$ cat config.mk
export PLATFORM = sky130hd
export DESIGN_NAME = fcw_host
export DESIGN_NICKNAME = d
export VERILOG_FILES = /design/src/common/fcw_pkg.sv /design/src/common/fcw_strobe_if.sv /design/src/rtl/fcw_host.sv /design/src/rtl/fcw_strobe.sv
export SDC_FILE = /design/constraint.sdc
export NUM_CORES = 1
export LEC_CHECK = 0
export ABC_AREA = 1
export BUFFER_PORTS_ARGS = -buffer_cell sky130_fd_sc_hd__buf_2
export CAP_MARGIN = 20
export CORE_ASPECT_RATIO = 0.8
export CORE_MARGIN = 1
export CORE_UTILIZATION = 62
export DETAILED_ROUTE_END_ITERATION = 12
export GPL_TIMING_DRIVEN = 0
export PLACE_DENSITY_LB_ADDON = 0.08
export SYNTH_ARGS = -nofsm -noshare
export SYNTH_HDL_FRONTEND = slang
export SYNTH_HIERARCHICAL = 1
export SYNTH_SLANG_ARGS = --single-unit
$ cat constraint.sdc
create_clock -name core_clk -period 4.2 [get_ports core_clk]
set_clock_uncertainty 0.05 [all_clocks]
set_input_delay 1.05 -clock core_clk [delete_from_list [all_inputs] [get_ports core_clk]]
set_output_delay 1.05 -clock core_clk [all_outputs]
set_load 0.01 [all_outputs]
$ cat src/common/fcw_pkg.sv
`default_nettype none
package fcw_pkg;
   // ----------------------------------------
   // Card geometry
   // ----------------------------------------
   localparam int ADDR_W        = 20;
   localparam int DATA_W        = 16;
   localparam int SECTOR_W      = 10;
   localparam int CHIP_W        = 3;
   localparam int BYTE_COUNT    = 256;
   localparam int BYTE_IDX_W    = 8;
   localparam int SECTOR_LSB    = 8;
   localparam int PAIR_LSB      = 18;
   // ----------------------------------------
   // Command bytes and locations
   // ----------------------------------------
   localparam logic [7:0]  CMD_FIRST    = 8'hAA;
   localparam logic [7:0]  CMD_SECOND   = 8'h55;
   localparam logic [7:0]  CMD_PROTECT  = 8'hA0;
   localparam logic [7:0]  CMD_ERASE    = 8'h80;
   localparam logic [7:0]  CMD_UNPROT   = 8'h20;
   localparam logic [17:0] LOC_FIRST    = 18'h0_AAAA;
   localparam logic [17:0] LOC_SECOND   = 18'h0_5554;
   // ----------------------------------------
   // Timing at 50 MHz
   // ----------------------------------------
   localparam int CLK_NS        = 20;
   localparam int PULSE_NS      = 100;
   localparam int SETUP_NS      = 60;
   localparam int LOAD_US       = 150;
   localparam int RECOVER_MS    = 10;
   localparam int PULSE_CYC     = (PULSE_NS + CLK_NS - 1) / CLK_NS;
   localparam int SETUP_CYC     = (SETUP_NS + CLK_NS - 1) / CLK_NS;
   localparam int LOAD_CYC      = (LOAD_US * 1000) / CLK_NS;
   localparam int RECOVER_CYC   = (RECOVER_MS * 1000000) / CLK_NS;
   localparam int CNT_W         = 20;
   // ----------------------------------------
   // Operations and states
   // ----------------------------------------
   typedef enum logic [1:0] {
      FCW_OP_WRITE   = 2'h0,
      FCW_OP_PROTECT = 2'h1,
      FCW_OP_UNPROT  = 2'h2
   } fcw_op_type;
   typedef enum logic [5:0] {
      FCW_IDLE  = 6'b00_0001,
      FCW_SETUP = 6'b00_0010,
      FCW_LOW   = 6'b00_0100,
      FCW_HIGH  = 6'b00_1000,
      FCW_NEXT  = 6'b01_0000,
      FCW_WAIT  = 6'b10_0000
   } fcw_state_type;
endpackage : fcw_pkg
`default_nettype wire

$ cat src/common/fcw_strobe_if.sv
`default_nettype none
interface fcw_strobe_if;
   logic        go;
   logic        done;
   logic [19:0] addr;
   logic [15:0] data;
   modport ctl (output go, output addr, output data, input done);
   modport gen (input go, input addr, input data, output done);
endinterface : fcw_strobe_if
`default_nettype wire

$ cat src/rtl/fcw_host.sv
`default_nettype none
// How it works
// - Top two address bits pick chip pair, held through whole write pulse.
// - Word loads: pair bits held; lowest bit ignored, both bytes written.
// - Sector number presented on middle address bits at every load falling edge; command pulses carry the command location.
// - Next load starts within the load window limit, else loading ends.
// - Host waits the write recovery interval before any read.
// - Protect-and-write: AA, 55, A0 to command locations, then sector bytes.
// - Each of eight chips addressed on its own command locations.
// - Unprotect: AA, 55, 80, AA, 55, 20 to the chip's command locations.
// - Program is select sector, load all bytes, then wait.
module fcw_host
   import fcw_pkg::*;
(
   input  wire logic        core_clk,
   input  wire logic        rst,
   input  wire logic        req_valid,
   output logic             req_ready,
   input  wire logic [1:0]  req_op,
   input  wire logic [2:0]  req_chip,
   input  wire logic        req_word,
   input  wire logic [9:0]  req_sector,
   output logic [7:0]       fill_index,
   output logic             fill_req,
   input  wire logic [15:0] fill_data,
   output logic             busy,
   output logic             done,
   output logic [19:0]      card_addr,
   output logic [15:0]      card_data_out,
   output logic             card_data_oe,
   output logic             card_we_n,
   output logic             card_ce1_n,
   output logic             card_ce2_n,
   output logic             card_oe_n,
   output logic             card_reg_n
);
   // ----------------------------------------
   // Sequencer state
   // ----------------------------------------
   fcw_state_type st_r, st_nxt;
   fcw_op_type    op_r, op_nxt;
   logic [2:0]    chip_r, chip_nxt;
   logic          word_r, word_nxt;
   logic [9:0]    sec_r, sec_nxt;
   logic [2:0]    cmd_r, cmd_nxt;
   logic [8:0]    idx_r, idx_nxt;
   logic [CNT_W-1:0] wait_r, wait_nxt;
   logic          done_r, done_nxt;
   logic          go;
   logic [19:0]   go_addr;
   logic [15:0]   go_data;
   logic [7:0]    cmd_byte;
   logic          cmd_second;
   logic [2:0]    cmd_len;
   logic [8:0]    load_len;

   fcw_strobe_if  cyc ();

   fcw_strobe u_strobe (
      .core_clk      (core_clk),
      .rst           (rst),
      .cyc           (cyc),
      .card_addr     (card_addr),
      .card_data_out (card_data_out),
      .card_data_oe  (card_data_oe),
      .card_we_n     (card_we_n)
   );

   // ----------------------------------------
   // Command byte table
   // ----------------------------------------
   always_comb begin
      cmd_second = 1'b0;
      cmd_byte   = CMD_FIRST;
      case (cmd_r)
         3'd0: cmd_byte = CMD_FIRST;
         3'd1: begin
            cmd_byte   = CMD_SECOND;
            cmd_second = 1'b1;
         end
         3'd2: cmd_byte = (op_r == FCW_OP_UNPROT) ? CMD_ERASE : CMD_PROTECT;
         3'd3: cmd_byte = CMD_FIRST;
         3'd4: begin
            cmd_byte   = CMD_SECOND;
            cmd_second = 1'b1;
         end
         default: cmd_byte = CMD_UNPROT;
      endcase
      // Plain write sends no command bytes
      cmd_len = (op_r == FCW_OP_UNPROT) ? 3'd6 :
                (op_r == FCW_OP_PROTECT) ? 3'd3 : 3'd0;
      // Word loads cover two bytes each
      load_len = word_r ? 9'd128 : 9'd256;
   end

   // ----------------------------------------
   // Address and data of next pulse
   // ----------------------------------------
   always_comb begin
      if (cmd_r < cmd_len) begin
         // Chip pair on top bits, odd chip sets bit zero
         go_addr = {chip_r[2:1], (cmd_second ? LOC_SECOND : LOC_FIRST)}
                   | {19'h0_0000, chip_r[0]};
         // Odd chip byte rides the low lane too; address bit zero picks the chip
         go_data = {8'h00, cmd_byte};
      end else if (word_r) begin
         go_addr = {chip_r[2:1], sec_r, idx_r[6:0], 1'b0};
         go_data = fill_data;
      end else begin
         // Lowest index bit alternates the even and odd chip of the pair,
         // so all 256 byte positions of the sector are loaded once each
         go_addr = {chip_r[2:1], sec_r, idx_r[7:0]};
         go_data = {8'h00, fill_data[7:0]};
      end
   end

   // ----------------------------------------
   // Main sequence
   // ----------------------------------------
   always_comb begin
      st_nxt   = st_r;
      op_nxt   = op_r;
      chip_nxt = chip_r;
      word_nxt = word_r;
      sec_nxt  = sec_r;
      cmd_nxt  = cmd_r;
      idx_nxt  = idx_r;
      wait_nxt = wait_r;
      done_nxt = 1'b0;
      go       = 1'b0;
      case (st_r)
         FCW_IDLE: if (req_valid) begin
            op_nxt   = fcw_op_type'(req_op);
            chip_nxt = req_chip;
            word_nxt = req_word;
            sec_nxt  = req_sector;
            cmd_nxt  = 3'd0;
            idx_nxt  = 9'd0;
            st_nxt   = FCW_SETUP;
         end
         FCW_SETUP: begin
            go     = 1'b1;
            st_nxt = FCW_LOW;
         end
         FCW_LOW: if (cyc.done) begin
            // Whole loop per pulse stays far below the load window
            if (cmd_r < cmd_len) begin
               cmd_nxt = cmd_r + 3'd1;
            end else begin
               idx_nxt = idx_r + 9'd1;
            end
            st_nxt = FCW_NEXT;
         end
         FCW_NEXT: begin
            if (op_r == FCW_OP_UNPROT && cmd_r >= cmd_len) begin
               wait_nxt = CNT_W'(RECOVER_CYC);
               st_nxt   = FCW_WAIT;
            end else if (cmd_r < cmd_len || idx_r < load_len) begin
               st_nxt = FCW_SETUP;
            end else begin
               // Silence past the window starts programming
               wait_nxt = CNT_W'(RECOVER_CYC);
               st_nxt   = FCW_WAIT;
            end
         end
         FCW_WAIT: if (wait_r <= CNT_W'(1)) begin
            done_nxt = 1'b1;
            st_nxt   = FCW_IDLE;
         end else begin
            wait_nxt = wait_r - CNT_W'(1);
         end
         default: st_nxt = FCW_IDLE;
      endcase
   end

   always_ff @(posedge core_clk or posedge rst) begin
      if (rst) begin
         st_r   <= FCW_IDLE;
         op_r   <= FCW_OP_WRITE;
         chip_r <= 3'd0;
         word_r <= 1'b0;
         sec_r  <= 10'h000;
         cmd_r  <= 3'd0;
         idx_r  <= 9'd0;
         wait_r <= '0;
         done_r <= 1'b0;
      end else begin
         st_r   <= st_nxt;
         op_r   <= op_nxt;
         chip_r <= chip_nxt;
         word_r <= word_nxt;
         sec_r  <= sec_nxt;
         cmd_r  <= cmd_nxt;
         idx_r  <= idx_nxt;
         wait_r <= wait_nxt;
         done_r <= done_nxt;
      end
   end

   assign cyc.go    = go;
   assign cyc.addr  = go_addr;
   assign cyc.data  = go_data;
   assign req_ready = (st_r == FCW_IDLE);
   assign busy      = (st_r != FCW_IDLE);
   assign done      = done_r;
   assign fill_index = idx_r[7:0];
   assign fill_req  = (st_r == FCW_SETUP) && (cmd_r >= cmd_len);
   // ----------------------------------------
   // Card controls
   // ----------------------------------------
   // Both enables low for word-mode loads; odd byte in byte mode rides the low lane, address bit zero picks the chip
   assign card_ce1_n = ~busy;
   assign card_ce2_n = ~(busy && word_r && (cmd_r >= cmd_len));
   // Never reads, so the output enable stays high
   assign card_oe_n  = 1'b1;
   assign card_reg_n = 1'b1;
endmodule : fcw_host
`default_nettype wire

$ cat src/rtl/fcw_strobe.sv
`default_nettype none
module fcw_strobe
   import fcw_pkg::*;
(
   input  wire logic        core_clk,
   input  wire logic        rst,
   fcw_strobe_if.gen        cyc,
   output logic [19:0]      card_addr,
   output logic [15:0]      card_data_out,
   output logic             card_data_oe,
   output logic             card_we_n
);
   // ----------------------------------------
   // One write pulse: setup, low, high
   // ----------------------------------------
   logic [1:0] ph_r, ph_nxt;
   logic [2:0] cnt_r, cnt_nxt;
   logic [19:0] a_r, a_nxt;
   logic [15:0] d_r, d_nxt;
   logic        we_r, we_nxt;

   always_comb begin
      ph_nxt  = ph_r;
      cnt_nxt = cnt_r;
      a_nxt   = a_r;
      d_nxt   = d_r;
      we_nxt  = we_r;
      cyc.done = 1'b0;
      case (ph_r)
         2'd0: if (cyc.go) begin
            // Address and data settle before the falling edge
            a_nxt   = cyc.addr;
            d_nxt   = cyc.data;
            cnt_nxt = 3'(SETUP_CYC);
            ph_nxt  = 2'd1;
         end
         2'd1: if (cnt_r <= 3'd1) begin
            we_nxt  = 1'b0;
            cnt_nxt = 3'(PULSE_CYC);
            ph_nxt  = 2'd2;
         end else begin
            cnt_nxt = cnt_r - 3'd1;
         end
         2'd2: if (cnt_r <= 3'd1) begin
            we_nxt  = 1'b1;
            cnt_nxt = 3'(PULSE_CYC);
            ph_nxt  = 2'd3;
         end else begin
            cnt_nxt = cnt_r - 3'd1;
         end
         default: if (cnt_r <= 3'd1) begin
            // Address held through the high time too
            cyc.done = 1'b1;
            ph_nxt   = 2'd0;
         end else begin
            cnt_nxt = cnt_r - 3'd1;
         end
      endcase
   end

   always_ff @(posedge core_clk or posedge rst) begin
      if (rst) begin
         ph_r  <= 2'd0;
         cnt_r <= 3'd0;
         a_r   <= 20'h0_0000;
         d_r   <= 16'h0000;
         we_r  <= 1'b1;
      end else begin
         ph_r  <= ph_nxt;
         cnt_r <= cnt_nxt;
         a_r   <= a_nxt;
         d_r   <= d_nxt;
         we_r  <= we_nxt;
      end
   end

   assign card_addr     = a_r;
   assign card_data_out = d_r;
   assign card_data_oe  = (ph_r != 2'd0);
   assign card_we_n     = we_r;
endmodule : fcw_strobe
`default_nettype wire
==> reports/results.md <==
| Step | Item | This run |
|---|---|---|
| run status | Outcome | complete, no violations |
| sta | Maximum operating frequency | 317 MHz |
| synth | FFs w/ async S/R, synth | 1.00 |
| worst setup path | Worst setup path class | flip-flop to output port |
| job | Max-Cap Viols | 0 |
| power and ir drop | Part of the total power dissipated in sequential elements | 0.306 |
| sta | Setup TNS Final | 0 ns |
| clocking | # clock sinks | 96 |
| floorplan | Core footprint | 8710 um2 |
| routing | Detailed Route WL | 13200 um |
| hold path | Hold/Removal Path Class | flip-flop to flip-flop |
| power and ir drop | Proportion of power drawn by the clock network | 0.164 |
| clocking | Clock buffers created by TritonCTS | 9 |
| power and ir drop | IR Drop Worst-Case VDD | 0.431 mV |
| power and ir drop | Power density over the cells | 727 nW/um2 |
| placed design | Placed wire-length estimate | 9660 um |
| worst setup path | Max Fanout on Critical Path | 3 |
| synth | Leading cell type by number of instances after synthesis | sky130_fd_sc_hd__nand2_1 |
| clocking | # resized after CTS | 0 |
| routing | Via count of the routed design | 4865 |
| synth | Library cell with the largest summed area after synthesis | sky130_fd_sc_hd__dfrtp_1 |
| routing | Per-cell via count in the routed design | 5.39 |
| routing | DRC | 0 |
| power and ir drop | Share of total power consumed by net switching | 0.434 |
| sta | Post-route fraction of the period consumed by the critical path | 0.751 |
| sta | Time the worst path needs with I/O delays and setup | 3.15 ns |
| placed design | IO Port Bufs | 86 |
| synth | Number of synthesized flops with an enable pin | 0 |
| floorplan | Chip Width | 109 um |
| synth | Largest cells by area after synthesis | sky130_fd_sc_hd__dfrtp_1, sky130_fd_sc_hd__nand2_1, sky130_fd_sc_hd__mux2_4 |
| sta | Relative max-transition margin | 0.641 |
| power and ir drop | Share of total power in combinational logic | 0.531 |
| placed design | Global placer's final weighted congestion | 0.884 |
| floorplan | Area of the die | 9630 um2 |
| routing | Final ANT Viol Nets | 0 |
| floorplan | Count of standard-cell rows | 30 |
| clocking | Post-CTS Setup Inserts | 0 |
| final layout | Layout fillers | 632 |
| synth | Total of warnings raised by yosys | 6 |
| synth | Post-synth top area share | 0.410 |
| synth | Post-synthesis register bit count | 96 |
| clocking | # H-tree levels | 3 |
| sta | Number of failing hold endpoints at the final stage | 0 |
| grt | Total overflow reported by the global router | 0 |
| worst setup path | R2R setup slack | 1.69 ns |
| clocking | Quantity of hold-fixing buffers added after cts | 0 |
| routing | Avg WL per Cell | 14.6 um |
| worst setup path | Data arrival, critical path | 2.05 ns |
| synth | Primary flip-flop cell chosen by synthesis mapping | sky130_fd_sc_hd__dfrtp_1 |
| grt | Maximum number of pins on one net before global-route repair | 41 |
| clocking | Deepest clock path buffer count | 2 |
| synth | Sequential element share of the synthesized area | 0.420 |
| synth | Cells after Synth | 686 |
| clocking | Buffer type at the clock tree root | sky130_fd_sc_hd__clkbuf_16 |
| synth | Distinct cells, synth | 42 |
| power and ir drop | Static Leakage | 3.78 nW |
| clocking | Register clock-pin slew on the reported worst setup and hold paths | 0.06 ns |
| routing | DRC violation total after the first TritonRoute iteration | 363 |
| final layout | Core Util, Final | 0.762 |
| worst setup path | Crit path capture type | output port |
| floorplan | Die extent in y | 88.0 um |
| final layout | Antenna diodes | 0 |
| synth | Post-Synthesis Cell Area | 5730 um2 |
| sta | Final Setup Violations | 0 |
| grt | Via count of the first global-routing pass | 4591 |
| sta | Number of pins with negative max-slew slack in the final report | 0 |
| sta | Slew at the pin closest to its max-slew limit | 0.538 ns |
| power and ir drop | Cell-internal power | 2.73 mW |
| final layout | Fraction of final layout cells with drive strength greater than 1 | 0.255 |
| worst setup path | CP required | 3.10 ns |
| routing | Total iterations of the first detailed-routing run | 5 |
| clocking | CTS tree | done |
| sta | Unrepaired setup endpoints after global routing | false |
| synth | Synth cell count leaders | sky130_fd_sc_hd__nand2_1, sky130_fd_sc_hd__dfrtp_1, sky130_fd_sc_hd__nor2_1 |
| grt | Number of antenna violations at the first check in global routing | 0 |
| clocking | Clock latency of the later-clocked register in the worst-skew pair | 0.35 ns |
| power and ir drop | Switching power total | 2.09 mW |
| floorplan | Effective utilization at floorplan | 0.658 |
| grt | First-pass GRT wire length | 21700 um |
| grt | Total GRT Usage | 0.296 |
| final layout | Post-layout net count | 842 |
| floorplan | IO Pins | 89 |
| worst setup path | CP Launch Type | flip-flop |
| final layout | Synthesis-to-finish area growth | 15.8% |
| synth | Syn Area/Cell | 8.35 um2 |
[cell families (layout without fill, tap and decap cells)]
| logic type | after synthesis | in the layout | synth area share |
|---|---|---|---|
| and+or+nand+nor | 358 | 358 | 0.270 |
| DFF | 96 | 96 | 0.420 |
| muxes | 44 | 44 | 0.106 |
| other | 1 | 2 | 0.000654 |
| adders and majority gates | 21 | 21 | 0.0459 |
| xor gates and xnor gates | 8 | 8 | 0.0122 |
| AOI/OAI and AO/OA | 52 | 52 | 0.0515 |
| buffers and inverters | 106 | 210 | 0.0941 |
[area by class of cell]
class | count | area [um2] | area share
multi-input combinational | 485 | 2790 | 0.420
inverter | 74 | 278 | 0.0418
tap | 112 | 140 | 0.0211
timing repair buffer | 88 | 478 | 0.0720
sequential | 96 | 2400 | 0.362
buffer | 32 | 262 | 0.0394
clock buffer | 13 | 260 | 0.0392
clock inverter | 3 | 25.0 | 0.00377
[worst paths after layout]
kind,startpoint,end,cells after the start
max,op_r[0],fill_req,9
max reg2reg,op_r[0],u_strobe/card_data_out[12],10
max in group asynchronous,rst,st_r[0],3
min,sec_r[0],sec_r[0],1
min reg2reg,sec_r[0],sec_r[0],1
min in group asynchronous,rst,chip_r[2],2
[power by group through the flow]
stage	clock network [mW]	logic, mW	registers, mW
after floorplan	0	1.80	1.51
final	0.790	2.56	1.48
after global routing	0.841	2.87	1.51
after CTS	0.807	2.56	1.47
after global placement	0	2.43	1.46
after detailed placement	0	2.52	1.48
[cell usage in the layout (no fill, tap or decap), types with 15 or more instances in the layout]
master	count
sky130_fd_sc_hd__nand2_1	186
sky130_fd_sc_hd__dfrtp_1	94
sky130_fd_sc_hd__buf_2	91
sky130_fd_sc_hd__nor2_1	81
sky130_fd_sc_hd__inv_1	67
sky130_fd_sc_hd__nand3_1	56
sky130_fd_sc_hd__mux2_4	30
sky130_fd_sc_hd__o21ai_0	25
sky130_fd_sc_hd__ha_1	21
sky130_fd_sc_hd__a21oi_1	15
[registers in the layout, summed over array words and instances (netlist names)]
register	cells
done	1
op_r	2
st_r	5
wait_r	20
u_strobe/card_we_n	1
u_strobe/cnt_r	3
u_strobe/card_data_out	16
chip_r	3
word_r	1
u_strobe/card_addr	20
idx_r	9
sec_r	10
u_strobe/ph_r	2
cmd_r	3
[per-stage QoR]
step | worst slack [ns] | area (um2) | power, mW | instances | hold WS [ns]
2_1_floorplan | 1.78 | 5730 | 3.31 | 687 | 0.414
3_3_place_gp | 1.03 | 6300 | 3.89 | 885 | 0.424
3_5_place_dp | 1.41 | 6350 | 4.01 | 887 | 0.432
4_1_cts | 1.03 | 6640 | 4.83 | 903 | 0.447
5_1_grt | 0.848 | 6640 | 5.23 | 903 | 0.465
6_report | 1.05 | 6640 | 4.83 | 903 | 0.446
[critical path, stage by stage (launching register included)]
cell and delay (ns):
sky130_fd_sc_hd__dfrtp_1 0.38, sky130_fd_sc_hd__inv_1 0.08, sky130_fd_sc_hd__ha_1 0.18, sky130_fd_sc_hd__inv_1 0.06, sky130_fd_sc_hd__ha_1 0.31, sky130_fd_sc_hd__a21oi_1 0.19, sky130_fd_sc_hd__nand3_1 0.21, sky130_fd_sc_hd__nand2_1 0.12
sky130_fd_sc_hd__inv_1 0.04, sky130_fd_sc_hd__buf_2 0.12
[metal layers]
metal  vias up  share of wire  track usage
li1       2372              -            -
met1      2313           0.45        0.405
met2       157           0.47        0.475
met3        23          0.056       0.0558
met4         0          0.019        0.105
met5         -              0            0
Power figures use the tool's default switching activity.
